[src/rtl/drcb_map.svh]
// register offsets, field positions and reset values of the code buffer block
`ifndef DRCB_MAP_SVH
`define DRCB_MAP_SVH

// byte offsets on the register bus, one word per register
`define DRCB_OFS_CTRL1 8'h00
`define DRCB_OFS_HIGH1 8'h04
`define DRCB_OFS_LOW1 8'h08
`define DRCB_OFS_CTRL2 8'h0C
`define DRCB_OFS_HIGH2 8'h10
`define DRCB_OFS_LOW2 8'h14
`define DRCB_OFS_LOAD 8'h18

// instance control fields
`define DRCB_CTRL_EN 7
`define DRCB_CTRL_JUST 6
`define DRCB_CTRL_OE 5
`define DRCB_CTRL_PSS_HI 3
`define DRCB_CTRL_PSS_LO 2
`define DRCB_CTRL_NSS 0
`define DRCB_CTRL_WMASK 8'hED

// low holding bits kept when left justified
`define DRCB_LOW_LEFT_MASK 8'hC0
// high holding bits kept when right justified
`define DRCB_HIGH_RIGHT_MASK 8'h03

// load register fields
`define DRCB_LOAD_INST1 0
`define DRCB_LOAD_INST2 1

// reset values
`define DRCB_RST_BYTE 8'h00
`define DRCB_RST_CODE 10'h000

`endif

[src/rtl/drcb_pkg.sv]
// types shared by the code buffer block
package drcb_pkg;

    // per instance signals toward the analog converter
    typedef struct packed {
        logic enable;
        logic pin_output_enable;
        logic [1:0] positive_source_select;
        logic negative_source_select;
        logic [9:0] code;
    } drcb_dac_out_t;

    // one decoded register select
    typedef enum {
        DRCB_SEL_NONE,
        DRCB_SEL_CTRL,
        DRCB_SEL_HIGH,
        DRCB_SEL_LOW,
        DRCB_SEL_LOAD
    } drcb_sel_t;

endpackage

[src/rtl/drcb_top.sv]
// double buffered reference code registers for up to two converter instances
//
// The Avalon-MM slave port and the placing of the registers are this design's own decisions.
`include "drcb_map.svh"
`timescale 1ns/1ps
`default_nettype none

module drcb_top #(
    parameter int NUM_INST = 2,
    parameter int ADDR_W = 8
) (
    // clock and reset
    input wire logic sys_clk_i,
    input wire logic resetn_i,

    // avalon-mm slave
    input wire logic [ADDR_W-1:0] avs_address_i,
    input wire logic avs_read_i,
    input wire logic avs_write_i,
    input wire logic [3:0] avs_byteenable_i,
    input wire logic [31:0] avs_writedata_i,
    output var logic [31:0] avs_readdata_o,
    output var logic avs_waitrequest_o,

    // converter side, index 0 is instance one
    output var drcb_pkg::drcb_dac_out_t [1:0] dac_o
);

    // holding registers, control and active codes
    logic [7:0] ctrl_r [2];
    logic [7:0] high_r [2];
    logic [7:0] low_r [2];
    logic [9:0] code_r [2];
    logic [1:0] load_r;

    // bus handshake state
    logic wait_r;
    logic wait_nxt;
    logic ready;
    logic [31:0] rdata_r;
    logic [31:0] rdata_nxt;
    logic [1:0] load_nxt;

    // masked register views per instance
    logic [7:0] ctrl_rd [2];
    logic [7:0] high_rd [2];
    logic [7:0] low_rd [2];

    // decoded access
    drcb_pkg::drcb_sel_t sel;
    logic sel_inst;
    logic mapped;
    logic wr_take;
    logic rd_take;
    logic [7:0] wbyte;
    logic [7:0] rd_byte;

    // left justified when set
    function automatic logic is_left(input logic [7:0] ctrl);
        is_left = ctrl[`DRCB_CTRL_JUST];
    endfunction

    // ten bit code assembled from a holding pair
    function automatic logic [9:0] pair_code(
        input logic left,
        input logic [7:0] high,
        input logic [7:0] low
    );
        if (left) begin
            pair_code = {high, low[7:6]};
        end else begin
            pair_code = {high[1:0], low};
        end
    endfunction

    // high holding as seen on a read
    function automatic logic [7:0] high_view(input logic left, input logic [7:0] high);
        if (left) begin
            high_view = high;
        end else begin
            high_view = high & `DRCB_HIGH_RIGHT_MASK;
        end
    endfunction

    // low holding as seen on a read
    function automatic logic [7:0] low_view(input logic left, input logic [7:0] low);
        if (left) begin
            low_view = low & `DRCB_LOW_LEFT_MASK;
        end else begin
            low_view = low;
        end
    endfunction

    // address decode
    always_comb begin
        sel = drcb_pkg::DRCB_SEL_NONE;
        sel_inst = 1'b0;
        case (avs_address_i)
            `DRCB_OFS_CTRL1: begin
                sel = drcb_pkg::DRCB_SEL_CTRL;
            end
            `DRCB_OFS_HIGH1: begin
                sel = drcb_pkg::DRCB_SEL_HIGH;
            end
            `DRCB_OFS_LOW1: begin
                sel = drcb_pkg::DRCB_SEL_LOW;
            end
            `DRCB_OFS_CTRL2: begin
                sel = drcb_pkg::DRCB_SEL_CTRL;
                sel_inst = 1'b1;
            end
            `DRCB_OFS_HIGH2: begin
                sel = drcb_pkg::DRCB_SEL_HIGH;
                sel_inst = 1'b1;
            end
            `DRCB_OFS_LOW2: begin
                sel = drcb_pkg::DRCB_SEL_LOW;
                sel_inst = 1'b1;
            end
            `DRCB_OFS_LOAD: begin
                sel = drcb_pkg::DRCB_SEL_LOAD;
            end
            default: begin
                sel = drcb_pkg::DRCB_SEL_NONE;
            end
        endcase
    end

    // second instance registers vanish on a one instance build
    assign mapped = (sel != drcb_pkg::DRCB_SEL_NONE) && (!sel_inst || NUM_INST > 1);

    // access completes on the edge where waitrequest is seen low
    assign ready = !wait_r;
    // lane zero carries the register; without it a write is answered and dropped
    assign wr_take = avs_write_i && ready && mapped && avs_byteenable_i[0];
    // read data captured in the wait cycle so it stands in the ready cycle
    assign rd_take = avs_read_i && wait_r;
    assign wbyte = avs_writedata_i[7:0];

    // read multiplexer
    always_comb begin
        rd_byte = `DRCB_RST_BYTE;
        if (mapped) begin
            case (sel)
                drcb_pkg::DRCB_SEL_CTRL: begin
                    rd_byte = ctrl_rd[sel_inst];
                end
                drcb_pkg::DRCB_SEL_HIGH: begin
                    rd_byte = high_rd[sel_inst];
                end
                drcb_pkg::DRCB_SEL_LOW: begin
                    rd_byte = low_rd[sel_inst];
                end
                drcb_pkg::DRCB_SEL_LOAD: begin
                    rd_byte = {6'h00, load_r};
                end
                default: begin
                    rd_byte = `DRCB_RST_BYTE;
                end
            endcase
        end
    end

    // one wait cycle, then a single ready cycle per request
    always_comb begin
        wait_nxt = 1'b1;
        if ((avs_read_i || avs_write_i) && wait_r) begin
            wait_nxt = 1'b0;
        end
    end

    // waitrequest register, high while idle
    always_ff @(posedge sys_clk_i or negedge resetn_i) begin
        if (!resetn_i) begin
            wait_r <= 1'b1;
        end else begin
            wait_r <= wait_nxt;
        end
    end

    // read data registered with the ready cycle; unmapped reads give zero
    always_comb begin
        rdata_nxt = rdata_r;
        if (rd_take) begin
            rdata_nxt = {24'h00_0000, rd_byte};
        end
    end

    // read data register, holds until the next read
    always_ff @(posedge sys_clk_i or negedge resetn_i) begin
        if (!resetn_i) begin
            rdata_r <= 32'h0000_0000;
        end else begin
            rdata_r <= rdata_nxt;
        end
    end

    // load bits: set by software, cleared after the one transfer cycle
    always_comb begin
        load_nxt = 2'h0;
        if (wr_take && sel == drcb_pkg::DRCB_SEL_LOAD) begin
            load_nxt[`DRCB_LOAD_INST1] = wbyte[`DRCB_LOAD_INST1];
            load_nxt[`DRCB_LOAD_INST2] = wbyte[`DRCB_LOAD_INST2] && NUM_INST > 1;
        end
    end

    // load bit register
    always_ff @(posedge sys_clk_i or negedge resetn_i) begin
        if (!resetn_i) begin
            load_r <= 2'h0;
        end else begin
            load_r <= load_nxt;
        end
    end

    // per instance registers and active code; a one instance build never writes the second
    for (genvar gi = 0; gi < 2; gi++) begin : g_inst
        logic here;
        logic wr_ctrl;
        logic wr_high;
        logic wr_low;
        logic left_just;
        logic [9:0] pair_val;
        assign here = wr_take && (sel_inst == 1'(gi)) && (gi < NUM_INST);
        assign wr_ctrl = here && sel == drcb_pkg::DRCB_SEL_CTRL;
        assign wr_high = here && sel == drcb_pkg::DRCB_SEL_HIGH;
        assign wr_low = here && sel == drcb_pkg::DRCB_SEL_LOW;
        assign left_just = is_left(ctrl_r[gi]);

        // views seen by a read; the stored holding bytes stay whole
        assign ctrl_rd[gi] = ctrl_r[gi] & `DRCB_CTRL_WMASK;
        assign high_rd[gi] = high_view(left_just, high_r[gi]);
        assign low_rd[gi] = low_view(left_just, low_r[gi]);

        // justify at load time decides how the pair forms the code
        assign pair_val = pair_code(left_just, high_r[gi], low_r[gi]);

        // control register, unimplemented bits never stored
        always_ff @(posedge sys_clk_i or negedge resetn_i) begin
            if (!resetn_i) begin
                ctrl_r[gi] <= `DRCB_RST_BYTE;
            end else if (wr_ctrl) begin
                ctrl_r[gi] <= wbyte & `DRCB_CTRL_WMASK;
            end
        end

        // high holding byte
        always_ff @(posedge sys_clk_i or negedge resetn_i) begin
            if (!resetn_i) begin
                high_r[gi] <= `DRCB_RST_BYTE;
            end else if (wr_high) begin
                high_r[gi] <= wbyte;
            end
        end

        // low holding byte
        always_ff @(posedge sys_clk_i or negedge resetn_i) begin
            if (!resetn_i) begin
                low_r[gi] <= `DRCB_RST_BYTE;
            end else if (wr_low) begin
                low_r[gi] <= wbyte;
            end
        end

        // active buffer moves all ten bits at once on its load bit
        always_ff @(posedge sys_clk_i or negedge resetn_i) begin
            if (!resetn_i) begin
                code_r[gi] <= `DRCB_RST_CODE;
            end else if (load_r[gi]) begin
                code_r[gi] <= pair_val;
            end
        end
    end

    // converter drive straight from the registers
    always_comb begin
        for (int i = 0; i < 2; i++) begin
            dac_o[i].enable = ctrl_r[i][`DRCB_CTRL_EN];
            dac_o[i].pin_output_enable = ctrl_r[i][`DRCB_CTRL_OE];
            dac_o[i].positive_source_select = ctrl_r[i][`DRCB_CTRL_PSS_HI:`DRCB_CTRL_PSS_LO];
            dac_o[i].negative_source_select = ctrl_r[i][`DRCB_CTRL_NSS];
            dac_o[i].code = code_r[i];
        end
    end

    assign avs_waitrequest_o = wait_r;
    assign avs_readdata_o = rdata_r;

endmodule

`default_nettype wire

[config.mk]
export PLATFORM = sky130hd
export DESIGN_NAME = drcb_top
export DESIGN_NICKNAME = d
export VERILOG_FILES = /design/src/rtl/drcb_pkg.sv /design/src/rtl/drcb_top.sv
export VERILOG_INCLUDE_DIRS = /design/src /design/src/rtl
export SDC_FILE = /design/constraint.sdc
export NUM_CORES = 1
export LEC_CHECK = 0
export ABC_AREA = 1
export BUFFER_PORTS_ARGS = -buffer_cell sky130_fd_sc_hd__buf_2
export CAP_MARGIN = 20
export CORE_MARGIN = 8
export CORE_UTILIZATION = 25
export DETAILED_ROUTE_END_ITERATION = 12
export HOLD_SLACK_MARGIN = 0.05
export PLACE_DENSITY = 0.51
export SLEW_MARGIN = 30
export SYNTH_ARGS = -nofsm -noshare
export SYNTH_HDL_FRONTEND = slang
export SYNTH_SLANG_ARGS = --single-unit
[constraint.sdc]
create_clock -name sys_clk_i -period 3.6 [get_ports sys_clk_i]
set_input_delay 0.72 -clock sys_clk_i [delete_from_list [all_inputs] [get_ports sys_clk_i]]
set_output_delay 0.72 -clock sys_clk_i [all_outputs]
set_load 0.05 [all_outputs]
* Word level (Yosys, flattened, before mapping)
Cells that the tools add are included.
** Word-level totals
- Output and inout bits :: 63
- Register bits after elaboration :: 75
- Word-level logic and storage cells :: 71
- Bits of input ports :: 48
** Operators by class
- Order comparisons :: 1
- Equal/unequal tests :: 14
- Multiplexer cells :: 21
- Reductions and logical operators :: 22
- Bitwise operators :: 2
** Operator list (number)
- $mux W8 :: 12
- $eq A32 B4 Y1 const B :: 1
- $pmux W8 S4 :: 1
- $reduce_bool A32 Y1 :: 1
- $eq A8 B5 Y1 const B :: 3
- $mux W10 :: 2
- $eq A8 B4 Y1 const B :: 2
- $logic_and A1 B1 Y1 :: 14
- $eq A3 B2 Y1 const B :: 4
- $mux W6 :: 2
- $pmux W3 S4 :: 1
- $eq A8 B3 Y1 const B :: 1
- $logic_not A8 Y1 :: 1
- $eq A3 B1 Y1 const B :: 2
- $reduce_or A2 Y1 :: 3
- $eq A3 B3 Y1 const B :: 1
- $reduce_or A3 Y1 :: 1
- $ge A2 B2 Y1 const B :: 1
- $mux W1 :: 2
- $mux W2 :: 1
- $not A1 Y2 :: 1
- $logic_not A1 Y1 :: 1
- $logic_or A1 B1 Y1 :: 1
- $not A1 Y1 :: 1

* Depth between registers and ports, before layout
- Word-level depth :: 9
- Depth in mapped cells :: 13
- Depth with buffers taken out :: 12

* Worst setup path before layout
OpenSTA, ideal clock, no wires.
- Path type :: input to register
- From :: in avs_address_i[0]
- To :: reg ctrl_r, in the netlist dac_o[29]
- Data required time :: 3.482 ns
- Stages on the path :: 11
- Buffers on the path :: 2
- Setup slack :: 1.731 ns
- Arrival :: 1.752 ns
- Setup time :: 0.118 ns
- Cells stage by stage :: inv_2 nand2_2 nor2_2 o21ai_4 nand3_2 nor2_4 nor2_8 buf_6 buf_4 nand4_1 nand2_1
** On the way
- Word-level cells in the longest chain between the ends :: 8
- Elaborated cells on any way between the ends :: 19
- Classes of those cells :: eq/ne (7); mux (2); reduce/logical (10)
** RTL lines
- from (decl) :: line drcb_top.sv:17 : input wire logic [ADDR_W-1:0] avs_address_i,
- $eq A8 B5 Y1, or another cell as far along :: line drcb_top.sv:98 : case (avs_address_i)
- $reduce_or A2 Y1 (no line)
- $pmux W3 S4 :: line drcb_top.sv:98
- $reduce_bool A32 Y1 :: line drcb_top.sv:130 : assign mapped = (sel != drcb_pkg::DRCB_SEL_NONE) && (!sel_inst || NUM_INST > 1);
- $logic_and A1 B1 Y1 (2 in series) :: line drcb_top.sv:135 : assign wr_take = avs_write_i && ready && mapped && avs_byteenable_i[0];
- $logic_and A1 B1 Y1 :: line drcb_top.sv:224 : assign here = wr_take && (sel_inst == 1'(gi)) && (gi < NUM_INST);
- $logic_and A1 B1 Y1 * :: line drcb_top.sv:225 : assign wr_ctrl = here && sel == drcb_pkg::DRCB_SEL_CTRL;
- to (signal, indexed assignment) :: line drcb_top.sv:241 : ctrl_r[gi] <= `DRCB_RST_BYTE;
- to (signal, indexed assignment) :: line drcb_top.sv:243 : ctrl_r[gi] <= wbyte & `DRCB_CTRL_WMASK;
- to (decl) :: line drcb_top.sv:30 : logic [7:0] ctrl_r [2];
Every way passes the cells marked *; elsewhere a longest branch is shown, timed or not.
A chain may end at the register's enable or synchronous reset.

* Worst setup path after layout
- From :: in avs_address_i[0]
- To :: reg high_r[10] (netlist name)
** On the way
- Word-level cells in the longest chain between the ends :: 8
- Elaborated cells on any way between the ends :: 20
- Classes of those cells :: eq/ne (7); mux (2); bitwise (1); reduce/logical (10)
** RTL lines
- $eq A8 B5 Y1, or another cell as far along :: line drcb_top.sv:98
- $reduce_or A2 Y1 (no line)
- $pmux W3 S4 :: line drcb_top.sv:98
- $reduce_bool A32 Y1 :: line drcb_top.sv:130
- $logic_and A1 B1 Y1 (2 in series) :: line drcb_top.sv:135
- $logic_and A1 B1 Y1 :: line drcb_top.sv:224
- $logic_and A1 B1 Y1 * :: line drcb_top.sv:226 : assign wr_high = here && sel == drcb_pkg::DRCB_SEL_HIGH;
- to (signal, indexed assignment) :: line drcb_top.sv:250 : high_r[gi] <= `DRCB_RST_BYTE;
- to (signal, indexed assignment) :: line drcb_top.sv:252 : high_r[gi] <= wbyte;
- to (decl) :: line drcb_top.sv:31 : logic [7:0] high_r [2];
Marks and branches as above.

==> results.cfg <==
[final_layout]
regArea_mm2 = 0.00188
multi_input_area_mm2 = 0.00177
nFillCells = 1759
drive_gt1_frac = 0.178
num_antenna_cells = 0
area_delta_synth_final_pct = 15.5
nets = 615

[logic_synthesis]
yosys-top-cells-count = nand2_1, dfrtp_1, nand4_1, buf_4, nor2_1
synth_ff_type = dfrtp_1
yosys_warnings = 0
ys_seq_area_frac = 0.467
avgSynthCellArea_um2 = 7.65
yosysTopAreaCell = dfrtp_1
syn_inst = 526
synth_top_area_frac = 0.460
netlist_area_mm2 = 0.00402
synthArstFlopShare = 1.00
synth-seq-cells = 75
synth_edf_count = 0
synth.area.top_cells = dfrtp_1, nand2_1, buf_4, nand4_1, a31oi_1
synth.most_common_cell = nand2_1
ys_types = 25

[critical_path]
critPathRequiredTime_ns = 3.83
cp-start-kind = input pin
arrival_ns = 2.56
crit_path_max_fanout = 38
worst-setup-path-type = input pin to flop
cp-end-kind = flop

[clock_network]
clkSlewWorstSetupHoldPaths_ns = 0.06
cts_buffers = 9
cts_buffer_depth = 2
cts_sinks = 75
cts-root-buf = clkbuf_16
h-tree-depth = 3
ctsHoldBuffers = 0
tritoncts = yes
clk_latency_ns = 0.34
cts_resized = 0
postCtsSetupBuffers = 0

[power_and_ir_drop]
clkPwrFrac = 0.469
p_sw_uw = 482
power_frac_seq = 0.450
internal_power_uw = 1410
combPwrFrac = 0.081
powerDensity_mw_per_mm2 = 407
p_leak_uw = 0.00255
p_sw_frac = 0.255
ir_drop_uv = 216

[timing]
tightest_slew_ns = 0.660
fmax_mhz = 429
layout_setup_ws_ns = 1.27
period_needed_ns = 2.33
fin_setup_tns_ns = 0
fin_crit_sh = 0.648
report.final.slew_viol_count = 0
rsz0062_at_grt = false
hold_ws_ns = 0.404
setup_viol = 0
finalHoldViolCount = 0
clock_skew_ns = 0.00721
relSlewSlack = 0.559

[floorplan]
initial_core_util = 0.254
die_area_mm2 = 0.0204
die_y_um = 143
io_pins = 111
coreArea_mm2 = 0.0158
die_w_um = 143
row_count = 46

[place]
io_buffers = 59
dp_slack_ns = 0.918
place_hpwl_um = 9260
finalWeightedCongestion = 0.854

[drt]
drtIter0Drc = 285
dr.pass1.iters = 5
vias = 3673
wl_per_cell_um = 16.0
wirelength_um = 12600
route.detailed.drc = 0
postRouteAntennaNets = 0
routed_via_density = 4.66

[status]
outcome = complete, no violations

[global_routing]
grt_start_max_net_pins = 50
grt_pass1_wl_um = 20100
grt-ovfl-total = 0
grtUsageTotal = 0.128
grt_pass1_vias = 3707
antenna_found_initial = 1

[job]
max_cap_violations = 0

[min_path]
hold_class = input pin to async pin
[power by group through the flow]
stage,clock (µW),combinational (µW),sequential (µW)
finish,888,153,852
global route,945,165,853
CTS,906,154,852
detailed placement,0,153,868
global placement,0,151,867
floorplan,0,101,884
[routing by layer]
metal  wire length (µm)  share of wire  up-vias  global-route usage
met4                102         0.0081        2              0.0313
met5                 13         0.0010        -                   0
met2               5640           0.45      133               0.190
met1               5920           0.47     1779               0.173
li1                   -              -     1750                   -
met3                927          0.074        9              0.0431
[path summary, 6_finish.rpt]
check / startpoint / to / slack [ns] / depth (start not counted)
worst max-delay path: avs_address_i[0] / high_r[10] / 1.27 / 11
worst min-delay path: resetn_i / dac_o[3] / 0.40 / 1
worst max register to register: avs_waitrequest_o / high_r[10] / 1.63 / 6
worst min register to register: avs_readdata_o[0] / avs_readdata_o[0] / 0.47 / 2
max in group asynchronous: resetn_i / dac_o[29] / 2.53 / 2
min in group sys_clk_i: avs_readdata_o[0] / avs_readdata_o[0] / 0.47 / 2
[cells in the final DEF (no fill, tap or decap), types with 4 or more instances in the layout]
cell / instances
nor2_1: 32
nand2_1: 227
conb_1: 24
buf_2: 58
clkbuf_16: 9
inv_1: 13
nand3_2: 4
a31oi_1: 20
o21ai_1: 5
nand3_1: 23
inv_2: 4
buf_4: 9
nand4_1: 44
clkbuf_8: 4
dfrtp_1: 74
[cells by family after synthesis]
family          synth area share
buf+inv                    0.115
other cells             0.000932
simple gates               0.370
compound gates            0.0476
flops                      0.467
[cell type report]
class,count,area share
flip-flops and latches,75,0.404
multi-input cells,395,0.381
repair buffers,67,0.0770
clock buffers,13,0.0603
well taps,216,0.0582
inverters,19,0.0153
clock inverters,3,0.00431
[sequential cells by signal, summed over array words and instances, names as in the netlist]
register and flops:
load_r 2, avs_waitrequest_o 1, dac_o 30, ctrl_r 2, low_r 16, avs_readdata_o 8, high_r 16
[through the flow]
stage	power, µW	instances	utilization	cell area (µm²)
4_1_cts	1910	788	0.294	4650
5_1_grt	1960	788	0.294	4650
3_3_place_gp	1020	772	0.274	4340
2_1_floorplan	985	549	-	4110
6_report	1890	788	0.294	4650
3_5_place_dp	1020	772	0.275	4350
[critical path: stages]
cell,delay [ns]
buf_2,0.11
inv_2,0.04
nand2_2,0.08
nor3_1,0.22
nand2_1,0.13
nand3_2,0.11
nor2_4,0.06
nor2_8,0.41
nand3_1,0.43
nand2_1,0.17
nand2_1,0.07
Note: power is estimated with default switching activity, not from simulation.
